## config.mk

```make
export PLATFORM = sky130hd
export DESIGN_NAME = port_pin_function_mux
export DESIGN_NICKNAME = d
export VERILOG_FILES = /design/src/pin_mux_pkg.sv /design/src/port_pin_function_mux.sv
export VERILOG_INCLUDE_DIRS = /design/src /design/src/src
export SDC_FILE = /design/constraint.sdc
export NUM_CORES = 1
export LEC_CHECK = 0
export BUFFER_PORTS_ARGS = -buffer_cell sky130_fd_sc_hd__buf_4
export CORE_UTILIZATION = 40
export DETAILED_ROUTE_END_ITERATION = 8
export SLEW_MARGIN = 10
export SYNTH_ARGS = -nofsm -noshare
export SYNTH_HDL_FRONTEND = slang
export SYNTH_SLANG_ARGS = --single-unit
```

## constraint.sdc

```tcl
create_clock -name CLK -period 5.5 [get_ports CLK]
set_clock_uncertainty 0.05 [all_clocks]
set_input_delay 0.55 -clock CLK [delete_from_list [all_inputs] [get_ports CLK]]
set_output_delay 0.55 -clock CLK [all_outputs]
set_load 0.005 [all_outputs]
```

## src/pin_mux_params.svh

```systemverilog
/*
 * Register offsets, reset values and implemented-bit masks of the pin mux.
 * Assumes a 32-bit APB slave with one register per aligned word.
 */
`ifndef PIN_MUX_PARAMS_SVH
`define PIN_MUX_PARAMS_SVH

// ----------------
// Register byte offsets
// ----------------
`define OFS_PA_DATA   8'h00
`define OFS_PA_DIR    8'h04
`define OFS_PA_WAKE   8'h08
`define OFS_PB_DATA   8'h0c
`define OFS_PB_DIR    8'h10
`define OFS_PA_SEL0   8'h14
`define OFS_PA_SEL1   8'h18
`define OFS_PB_SEL0   8'h1c
`define OFS_PB_SEL1   8'h20
`define OFS_SRC_CUR   8'h24

// ----------------
// Reset values
// ----------------
`define RST_PA_DATA   8'hff
`define RST_PA_DIR    8'hff
`define RST_PB_DATA   5'h1f
`define RST_PB_DIR    5'h1f
`define RST_SEL       8'h00
`define RST_SRC_CUR   8'h00
`define RST_WAKE      8'h00

// ----------------
// Implemented-bit masks of the second select registers
// ----------------
`define MASK_PA_SEL1  8'hf3
`define MASK_PB_SEL1  8'h03

`endif

```

## src/pin_mux_pkg.sv

```systemverilog
/*
 * Types used by the pin mux design.
 * Assumes pin_mux_params.svh supplies the numeric constants.
 */
package pin_mux_pkg;

    // Function that a select field gives a pin, one-hot
    typedef enum logic [3:0] {
        FN_GPIO    = 4'b0001,
        FN_ANALOG  = 4'b0010,
        FN_TMR     = 4'b0100,
        FN_TMR_INV = 4'b1000
    } pin_fn_t;

endpackage

```

## src/port_pin_function_mux.sv

```systemverilog
/*
 * Pin-function multiplexer for port A (8 pins) and port B (5 pins),
 * with port data/direction latches, source current selects and
 * port A falling-edge wake-up, all behind an APB slave.
 * Assumes one 100 MHz clock, synchronous reset, timer signals from
 * logic on the same clock, and pins that are asynchronous to it.
 */
// Local design decisions: the register offsets and the APB slave port.
// What the document requires
// RULE1: each port A pin pair has a 2-bit source current level, 00 min to 11 max
// RULE2: PA3 field code 01 gives op-amp non-inverting input, others GPIO
// RULE3: PA2 field 01 op-amp inverting input, 10 battery sense, else GPIO
// RULE4: PA1 field 00 GPIO, 01 op-amp output, 10 analog 1, 11 timer output
// RULE5: PA0 field 00/11 GPIO with interrupt, 01 analog 0, 10 timer output
// RULE6: PA7 field 01 selects analog channel 3, others GPIO
// RULE7: PA6 field 01 op-amp non-inverting, 10 analog 2, 11 inverted timer
// RULE8: PA4 field 01 selects battery sense, others GPIO
// RULE9: unimplemented select register bits read back as zero
// RULE10: PB3 field 01 connects touch pad two, others GPIO
// RULE11: PB2 field 01 touch pad one, 10 reference input, else GPIO
// RULE12: PB1 field 01 drives inverted timer output, others GPIO
// RULE13: PB0 field 01 drives timer output, others GPIO
// RULE14: PB4 field 01 drives timer output, others GPIO
// RULE15: software prefers battery sense on PA4, never PA2 and PA4 together
// RULE16: software selects the pin, sets up, then enables the peripheral
// RULE17: digital input functions also need the direction bit set to input
// RULE18: software disables the peripheral before changing the select field
// RULE19: reset sets all data latches and direction bits to one
// RULE20: output without prior data write drives high from the latch
// RULE21: bit set and clear are read-modify-write of the whole port
// RULE22: in sleep, falling edge on a wake-enabled port A pin wakes device; the code only takes GPIO pins with direction 1
// RULE23: direction 1 is readable input, 0 is output from the data latch
// RULE24: a routed peripheral output drives the pin instead of the latch
`timescale 1ns/1ps

`include "pin_mux_params.svh"

module port_pin_function_mux
    import pin_mux_pkg::*;
(
    input  wire logic        CLK,
    input  wire logic        RST,
    input  wire logic        PSEL,
    input  wire logic        PENABLE,
    input  wire logic        PWRITE,
    input  wire logic [7:0]  PADDR,
    input  wire logic [31:0] PWDATA,
    output logic      [31:0] PRDATA,
    output logic             PREADY,
    output logic             PSLVERR,
    input  wire logic [7:0]  PA_IN,
    output logic      [7:0]  PA_OUT,
    output logic      [7:0]  PA_OE,
    input  wire logic [4:0]  PB_IN,
    output logic      [4:0]  PB_OUT,
    output logic      [4:0]  PB_OE,
    input  wire logic        TIMER_OUTPUT,
    input  wire logic        SLEEP_MODE,
    output logic             WAKE,
    output logic             EXT_INT_IN,
    output logic      [3:0]  ANALOG_CHANNEL_EN,
    output logic             OPAMP_NONINV_INPUT_EN,
    output logic             OPAMP_INV_INPUT_EN,
    output logic             OPAMP_OUTPUT_EN,
    output logic      [1:0]  BATTERY_SENSE_EN,
    output logic             TOUCH_PAD_ONE_EN,
    output logic             TOUCH_PAD_TWO_EN,
    output logic             VREF_INPUT_EN,
    output logic      [7:0]  SOURCE_CURRENT_SELECT
);

    // ----------------
    // Functions
    // ----------------

    // Function of a port A pin from its 2-bit select code
    function automatic pin_fn_t pa_fn(input int pin, input logic [1:0] code);
        pa_fn = FN_GPIO;
        unique case (pin)
            0: if (code == 2'b01) pa_fn = FN_ANALOG;       // see RULE5
               else if (code == 2'b10) pa_fn = FN_TMR;
            1: if (code == 2'b01) pa_fn = FN_ANALOG;       // see RULE4
               else if (code == 2'b10) pa_fn = FN_ANALOG;
               else if (code == 2'b11) pa_fn = FN_TMR;
            2: if (code == 2'b01 || code == 2'b10) pa_fn = FN_ANALOG; // see RULE3
            3: if (code == 2'b01) pa_fn = FN_ANALOG;       // see RULE2
            4: if (code == 2'b01) pa_fn = FN_ANALOG;       // see RULE8
            6: if (code == 2'b01 || code == 2'b10) pa_fn = FN_ANALOG; // see RULE7
               else if (code == 2'b11) pa_fn = FN_TMR_INV;
            7: if (code == 2'b01) pa_fn = FN_ANALOG;       // see RULE6
            default: pa_fn = FN_GPIO;                      // PA5 has no alternate
        endcase
    endfunction

    // Function of a port B pin from its 2-bit select code
    function automatic pin_fn_t pb_fn(input int pin, input logic [1:0] code);
        pb_fn = FN_GPIO;
        unique case (pin)
            0: if (code == 2'b01) pb_fn = FN_TMR;          // see RULE13
            1: if (code == 2'b01) pb_fn = FN_TMR_INV;      // see RULE12
            2: if (code == 2'b01 || code == 2'b10) pb_fn = FN_ANALOG; // see RULE11
            3: if (code == 2'b01) pb_fn = FN_ANALOG;       // see RULE10
            default: if (code == 2'b01) pb_fn = FN_TMR;    // see RULE14
        endcase
    endfunction

    // Pin level for a function: latch, timer, or inverted timer
    function automatic logic drive_level(input pin_fn_t fn, input logic latch_bit,
                                         input logic tmr);
        unique case (fn)
            FN_TMR:     drive_level = tmr;
            FN_TMR_INV: drive_level = ~tmr;
            default:    drive_level = latch_bit;
        endcase
    endfunction

    // ----------------
    // Registers and nets
    // ----------------
    logic [7:0]  pa_data_q;
    logic [7:0]  pa_dir_q;
    logic [7:0]  pa_wake_q;
    logic [4:0]  pb_data_q;
    logic [4:0]  pb_dir_q;
    logic [7:0]  pa_sel0_q;
    logic [7:0]  pa_sel1_q;
    logic [7:0]  pb_sel0_q;
    logic [1:0]  pb_sel1_q;
    logic [7:0]  src_cur_q;
    logic [7:0]  pa_meta_q;
    logic [7:0]  pa_sync_q;
    logic [7:0]  pa_prev_q;
    logic [4:0]  pb_meta_q;
    logic [4:0]  pb_sync_q;
    logic        pready_q;
    logic        pslverr_q;
    logic [31:0] prdata_q;
    logic [7:0]  pa_out_q;
    logic [7:0]  pa_oe_q;
    logic [4:0]  pb_out_q;
    logic [4:0]  pb_oe_q;
    logic        wake_q;
    logic        ext_int_q;
    logic [10:0] en_q;
    logic [15:0] pa_code;
    logic [9:0]  pb_code;
    pin_fn_t     pa_f [8];
    pin_fn_t     pb_f [5];
    logic        acc_done;
    logic        wr_en;
    logic        mapped;
    logic [31:0] rd_val;
    logic [7:0]  pa_fall;
    logic [7:0]  pa_gpio;

    // ----------------
    // APB slave
    // ----------------

    // One wait state: pready rises in the second access cycle
    assign acc_done = PSEL & PENABLE & pready_q;
    assign wr_en    = acc_done & PWRITE & mapped;

    // Address decode; unmapped offsets answer with an error
    always_comb begin
        mapped = 1'b1;
        rd_val = 32'h0000_0000;
        unique case (PADDR)
            // Inputs read the pin, outputs read the latch: see RULE23
            `OFS_PA_DATA: rd_val = {24'h0, (pa_sync_q & pa_dir_q) | (pa_data_q & ~pa_dir_q)};
            `OFS_PA_DIR:  rd_val = {24'h0, pa_dir_q};
            `OFS_PA_WAKE: rd_val = {24'h0, pa_wake_q};
            `OFS_PB_DATA: rd_val = {27'h0, (pb_sync_q & pb_dir_q) | (pb_data_q & ~pb_dir_q)};
            `OFS_PB_DIR:  rd_val = {27'h0, pb_dir_q};
            `OFS_PA_SEL0: rd_val = {24'h0, pa_sel0_q};
            `OFS_PA_SEL1: rd_val = {24'h0, pa_sel1_q & `MASK_PA_SEL1}; // see RULE9
            `OFS_PB_SEL0: rd_val = {24'h0, pb_sel0_q};
            `OFS_PB_SEL1: rd_val = {30'h0, pb_sel1_q};                // see RULE9
            `OFS_SRC_CUR: rd_val = {24'h0, src_cur_q};
            default:      mapped = 1'b0;
        endcase
    end

    // Handshake and read data, captured in the first access cycle
    always_ff @(posedge CLK) begin
        if (RST) begin
            pready_q  <= 1'b0;
            pslverr_q <= 1'b0;
            prdata_q  <= 32'h0000_0000;
        end else begin
            pready_q  <= PSEL & PENABLE & ~pready_q;
            pslverr_q <= PSEL & PENABLE & ~pready_q & ~mapped;
            if (PSEL & PENABLE & ~pready_q & ~PWRITE) begin
                prdata_q <= rd_val;
            end
        end
    end

    // ----------------
    // Port latches
    // ----------------

    // Whole-byte writes only; a bit set or clear is read, modify,
    // write back, so input pins overwrite their latch bits
    always_ff @(posedge CLK) begin
        if (RST) begin
            pa_data_q <= `RST_PA_DATA;                     // see RULE19
            pa_dir_q  <= `RST_PA_DIR;                      // see RULE19
            pb_data_q <= `RST_PB_DATA;                     // see RULE19
            pb_dir_q  <= `RST_PB_DIR;                      // see RULE19
            pa_wake_q <= `RST_WAKE;
        end else if (wr_en) begin
            unique case (PADDR)
                `OFS_PA_DATA: pa_data_q <= PWDATA[7:0];    // see RULE21
                `OFS_PA_DIR:  pa_dir_q  <= PWDATA[7:0];
                `OFS_PA_WAKE: pa_wake_q <= PWDATA[7:0];
                `OFS_PB_DATA: pb_data_q <= PWDATA[4:0];    // see RULE21
                `OFS_PB_DIR:  pb_dir_q  <= PWDATA[4:0];
                default: ;
            endcase
        end
    end

    // ----------------
    // Select and source current registers
    // ----------------
    always_ff @(posedge CLK) begin
        if (RST) begin
            pa_sel0_q <= `RST_SEL;
            pa_sel1_q <= `RST_SEL;
            pb_sel0_q <= `RST_SEL;
            pb_sel1_q <= 2'b00;
            src_cur_q <= `RST_SRC_CUR;
        end else if (wr_en) begin
            unique case (PADDR)
                `OFS_PA_SEL0: pa_sel0_q <= PWDATA[7:0];
                `OFS_PA_SEL1: pa_sel1_q <= PWDATA[7:0] & `MASK_PA_SEL1; // see RULE9
                `OFS_PB_SEL0: pb_sel0_q <= PWDATA[7:0];
                `OFS_PB_SEL1: pb_sel1_q <= PWDATA[1:0];                // see RULE9
                `OFS_SRC_CUR: src_cur_q <= PWDATA[7:0];                // see RULE1
                default: ;
            endcase
        end
    end

    // ----------------
    // Pin input synchronisers
    // ----------------

    // Two flops before use; a third keeps the last level for edges
    always_ff @(posedge CLK) begin
        if (RST) begin
            pa_meta_q <= 8'hff;
            pa_sync_q <= 8'hff;
            pa_prev_q <= 8'hff;
            pb_meta_q <= 5'h1f;
            pb_sync_q <= 5'h1f;
        end else begin
            pa_meta_q <= PA_IN;
            pa_sync_q <= pa_meta_q;
            pa_prev_q <= pa_sync_q;
            pb_meta_q <= PB_IN;
            pb_sync_q <= pb_meta_q;
        end
    end

    // ----------------
    // Function decode
    // ----------------

    // Select codes gathered per pin; PA5 and unimplemented fields stay 00
    assign pa_code = {pa_sel1_q[7:6], pa_sel1_q[5:4], 2'b00, pa_sel1_q[1:0],
                      pa_sel0_q[7:6], pa_sel0_q[5:4], pa_sel0_q[3:2], pa_sel0_q[1:0]};
    assign pb_code = {pb_sel1_q, pb_sel0_q};

    always_comb begin
        for (int i = 0; i < 8; i++) begin
            pa_f[i] = pa_fn(i, pa_code[2*i +: 2]);
        end
        for (int i = 0; i < 5; i++) begin
            pb_f[i] = pb_fn(i, pb_code[2*i +: 2]);
        end
    end

    // ----------------
    // Pin drivers
    // ----------------

    // Timer functions always drive; analog ones release the pin;
    // GPIO drives the latch when direction is 0
    always_ff @(posedge CLK) begin
        if (RST) begin
            pa_out_q <= `RST_PA_DATA;
            pa_oe_q  <= 8'h00;
            pb_out_q <= `RST_PB_DATA;
            pb_oe_q  <= 5'h00;
        end else begin
            for (int i = 0; i < 8; i++) begin
                pa_out_q[i] <= drive_level(pa_f[i], pa_data_q[i], TIMER_OUTPUT); // see RULE24
                pa_oe_q[i]  <= (pa_f[i] == FN_TMR) | (pa_f[i] == FN_TMR_INV) |
                               ((pa_f[i] == FN_GPIO) & ~pa_dir_q[i]);    // see RULE23, RULE20
            end
            for (int i = 0; i < 5; i++) begin
                pb_out_q[i] <= drive_level(pb_f[i], pb_data_q[i], TIMER_OUTPUT); // see RULE24
                pb_oe_q[i]  <= (pb_f[i] == FN_TMR) | (pb_f[i] == FN_TMR_INV) |
                               ((pb_f[i] == FN_GPIO) & ~pb_dir_q[i]);    // see RULE23, RULE20
            end
        end
    end

    // ----------------
    // Peripheral connections
    // ----------------

    // Registered enables so every output leaves a flop; the interrupt
    // input follows PA0 only while that pin is in GPIO mode
    always_ff @(posedge CLK) begin
        if (RST) begin
            en_q      <= 11'h000;
            ext_int_q <= 1'b1;
        end else begin
            en_q[0]  <= pa_sel0_q[1:0] == 2'b01;                       // see RULE5
            en_q[1]  <= pa_sel0_q[3:2] == 2'b10;                       // see RULE4
            en_q[2]  <= pa_sel1_q[5:4] == 2'b10;                       // see RULE7
            en_q[3]  <= pa_sel1_q[7:6] == 2'b01;                       // see RULE6
            en_q[4]  <= (pa_sel0_q[7:6] == 2'b01) | (pa_sel1_q[5:4] == 2'b01); // see RULE2
            en_q[5]  <= pa_sel0_q[5:4] == 2'b01;                       // see RULE3
            en_q[6]  <= pa_sel0_q[3:2] == 2'b01;                       // see RULE4
            // Battery sense: both may be set, software keeps one, see RULE15
            en_q[7]  <= pa_sel0_q[5:4] == 2'b10;                       // see RULE3
            en_q[8]  <= pa_sel1_q[1:0] == 2'b01;                       // see RULE8
            en_q[9]  <= pb_sel0_q[5:4] == 2'b01;                       // see RULE11
            en_q[10] <= pb_sel0_q[7:6] == 2'b01;                       // see RULE10
            ext_int_q <= (pa_f[0] == FN_GPIO) ? pa_sync_q[0] : 1'b1;   // see RULE5
        end
    end

    logic vref_q;

    always_ff @(posedge CLK) begin
        if (RST) begin
            vref_q <= 1'b0;
        end else begin
            vref_q <= pb_sel0_q[5:4] == 2'b10;                         // see RULE11
        end
    end

    // ----------------
    // Port A wake-up
    // ----------------

    // Only GPIO input pins take part, so a pin driven by this block
    // cannot wake the device by its own falling output
    assign pa_gpio = {(pa_f[7] == FN_GPIO), (pa_f[6] == FN_GPIO), (pa_f[5] == FN_GPIO),
                      (pa_f[4] == FN_GPIO), (pa_f[3] == FN_GPIO), (pa_f[2] == FN_GPIO),
                      (pa_f[1] == FN_GPIO), (pa_f[0] == FN_GPIO)};
    assign pa_fall = pa_prev_q & ~pa_sync_q & pa_wake_q & pa_gpio & pa_dir_q;

    // One-cycle wake pulse on any enabled falling edge while asleep
    always_ff @(posedge CLK) begin
        if (RST) begin
            wake_q <= 1'b0;
        end else begin
            wake_q <= SLEEP_MODE & (|pa_fall);                         // see RULE22
        end
    end

    // ----------------
    // Outputs
    // ----------------
    assign PRDATA                = prdata_q;
    assign PREADY                = pready_q;
    assign PSLVERR               = pslverr_q;
    assign PA_OUT                = pa_out_q;
    assign PA_OE                 = pa_oe_q;
    assign PB_OUT                = pb_out_q;
    assign PB_OE                 = pb_oe_q;
    assign WAKE                  = wake_q;
    assign EXT_INT_IN            = ext_int_q;
    assign ANALOG_CHANNEL_EN     = en_q[3:0];
    assign OPAMP_NONINV_INPUT_EN = en_q[4];
    assign OPAMP_INV_INPUT_EN    = en_q[5];
    assign OPAMP_OUTPUT_EN       = en_q[6];
    assign BATTERY_SENSE_EN      = en_q[8:7];
    assign TOUCH_PAD_ONE_EN      = en_q[9];
    assign TOUCH_PAD_TWO_EN      = en_q[10];
    assign VREF_INPUT_EN         = vref_q;
    assign SOURCE_CURRENT_SELECT = src_cur_q;                          // see RULE1

endmodule

```

==> results.toml <==
[sta]
max_freq_ghz = 0.3872
fin_crit_ps = 2583
setup_viol = 0
slew_viol_final = 0
fin_tns_setup_ps = 0
rsz0062_at_grt = "false"
fin_ws_ps = 2917
slew_headroom = 0.4454
final-hold-violation-count = 0
tightest_slew_ps = 824.3
finalCritPeriodShare = 0.4696

[worst_setup_path]
path_cells = "buf_4 > or4_4 > or3_1 > or3_1 > mux2i_1 > nor2_1"
crit_top_cell = "or3_1"
startpoint_type = "input port"
critPathBufInv = 1
rrSetupSlack_ps = 3220
crit_fanout = 8
critPathArrivalTime_ps = 2820
cp_num_cells = 6
critPathSlowestCell = "or3_1"
cp_top_family = "simple AND/OR/NAND/NOR gates"
endpoint_kind = "flop"
worstSetupPathType = "input port to flop"
worstPathRequired_ps = 5730
r2r_cells = 5
critPathMaxStageDelay_ps = 710

[finish]
fin_util = 0.5038
diodes = 0
drive_above_1_share = 0.2479
regMostFlops = "en_q"
finalNonFillerCells = 898
fillers = 1332
finalNetCount = 767
area_delta_synth_final_pct = 22.12
largest_reg_flops = 11

[power_and_ir_drop]
pwr-share-clk = 0.493
power_mw = 2.381
seq_power_share = 0.463
sw_frac_of_total = 0.2195
p_comb_frac = 0.044
p_sw_uw = 522.5
p_int_mw = 1.858
ir_drop_mv = 0.2053
p_leak_nw = 3.129
p_per_area_mw_per_mm2 = 323.9

[clock_tree]
cts_setup_buffers = 0
clock_sinks = 150
cts_buffers = 17
cts_tree = "built"
clock_latency_ps = 430
cts_root_buf = "clkbuf_16"
ctsHoldBuffers = 0
clkTransAtPathRegs_ps = 60
htreeDepth = 4
post_cts_resized = 0
ctsLongestPathBuffers = 2

[routing]
routed_wirelength_um = 16350
via_per_inst = 5.060
routedWlPerCell_um = 18.21
firstDrtPassIters = 4
route.vias.total = 4544
drt_iter0_markers = 273
route.detailed.drc = 0
drtAntennaViolNets = 0

[synth]
async_flop_share = 0
yosysWarnings = 0
yosys-top-cells-count = "dfxtp_1, mux2i_1, nor2_1, nand2_1, or2_2"
yosys.area.top_type = "dfxtp_1"
synth_cell_types = 52
yosys_most_used_dff = "dfxtp_1"
synth_top_area_frac = 0.4990
ys_seq_area_frac = 0.4990
synth_cells = 619
yosys-top-cells-area = "dfxtp_1, mux2i_1, or2_2"
yosysMostFrequentCell = "dfxtp_1"
synth_seq_cells = 150
synth_area_mm2 = 0.006018
syn_avg_cell_area_um2 = 9.723
synth-edff-count = 0

[floorplan]
core_mm2 = 0.01459
placementRows = 44
pin_count = 142
die_h_um = 124.7
start_util = 0.4125
die_width_um = 124.7
die-area_mm2 = 0.01554

[min_path]
hold_class = "input port to flop"
min_path_cells = 2

[global_route]
grt_pass1_wl_um = 25570
grt_max_degree = 82
track_usage = 0.2185
grt_overflow_total = 0
antenna_found_initial = 0
grt_pass1_vias = 4477

[job]
max-cap-violations = 0

[placed_design]
hpwl_um = 11560
gp_congestion = 0.8983
placed_cells = 866
portBuffers = 93
dp_slack_ps = 2484

[status]
status = "finished clean"
[power by group through the flow]
stage	combinational, mW	sequential, mW	clock [mW]
floorplan	0.0697	1.12	0
global placement	0.104	1.13	0
detailed placement	0.105	1.13	0
CTS	0.105	1.10	1.19
global route	0.114	1.10	1.24
finish	0.105	1.10	1.17
[cell usage in the layout, fill, tap and decap left out, types with 13 or more instances in the layout]
cell | synthesis | layout
buf_4 | 24 | 98
clkbuf_16 | 0 | 17
conb_1 | 1 | 24
dfxtp_1 | 150 | 150
inv_1 | 14 | 14
mux2i_1 | 77 | 77
nand2_1 | 48 | 48
nand3_1 | 13 | 13
nor2_1 | 60 | 60
nor2b_1 | 21 | 21
o21ai_0 | 16 | 16
or2_2 | 39 | 39
[stage by stage]
| stage | hold slack (ps) | area, um^2 |
|---|---|---|
| 2_1_floorplan | 339.5 | 6105 |
| 4_1_cts | 239.0 | 7350 |
| 5_1_grt | 232.7 | 7350 |
| 6_report | 251.6 | 7350 |
| 3_5_place_dp | 342.8 | 6751 |
| 3_3_place_gp | 341.6 | 6751 |
[routing by layer]
metal  part of all wire  GRT usage  wire length, um
met5                  0          0                0
met4              0.017    0.07867              283
met3              0.070    0.06400             1150
met2               0.47     0.3455             7661
met1               0.44     0.2816             7255
[cell type report]
class / instances / area (um^2) / area share
Clock buffer: 19 / 442.9 / 0.06027
Inverter: 14 / 52.55 / 0.007150
Timing Repair Buffer: 98 / 735.7 / 0.1001
Multi-Input combinational cell: 420 / 2730 / 0.3715
Sequential cell: 150 / 3003 / 0.4086
Clock inverter: 13 / 155.1 / 0.02111
Tap cell: 184 / 230.2 / 0.03132
[worst paths after layout]
kind / startpoint / endpoint
setup / recovery: PADDR[7] / pb_sel0_q[2]
hold / removal: PA_IN[2] / pa_meta_q[2]
setup reg to reg: PREADY / pb_sel0_q[2]
hold reg to reg: pa_meta_q[3] / pa_sync_q[3]
[kinds of logic after synthesis]
family,Yosys count,share of synthesized area
multiplexers,79,0.1318
buffers and inverters,72,0.06175
flip-flops,150,0.4990
adder cells (fa/ha/maj),6,0.01247
AO/OA/AOI/OAI,74,0.08566
AND/OR/NAND/NOR,237,0.2087
other,1,0.0006231
Note: power is estimated with default switching activity, not from simulation.
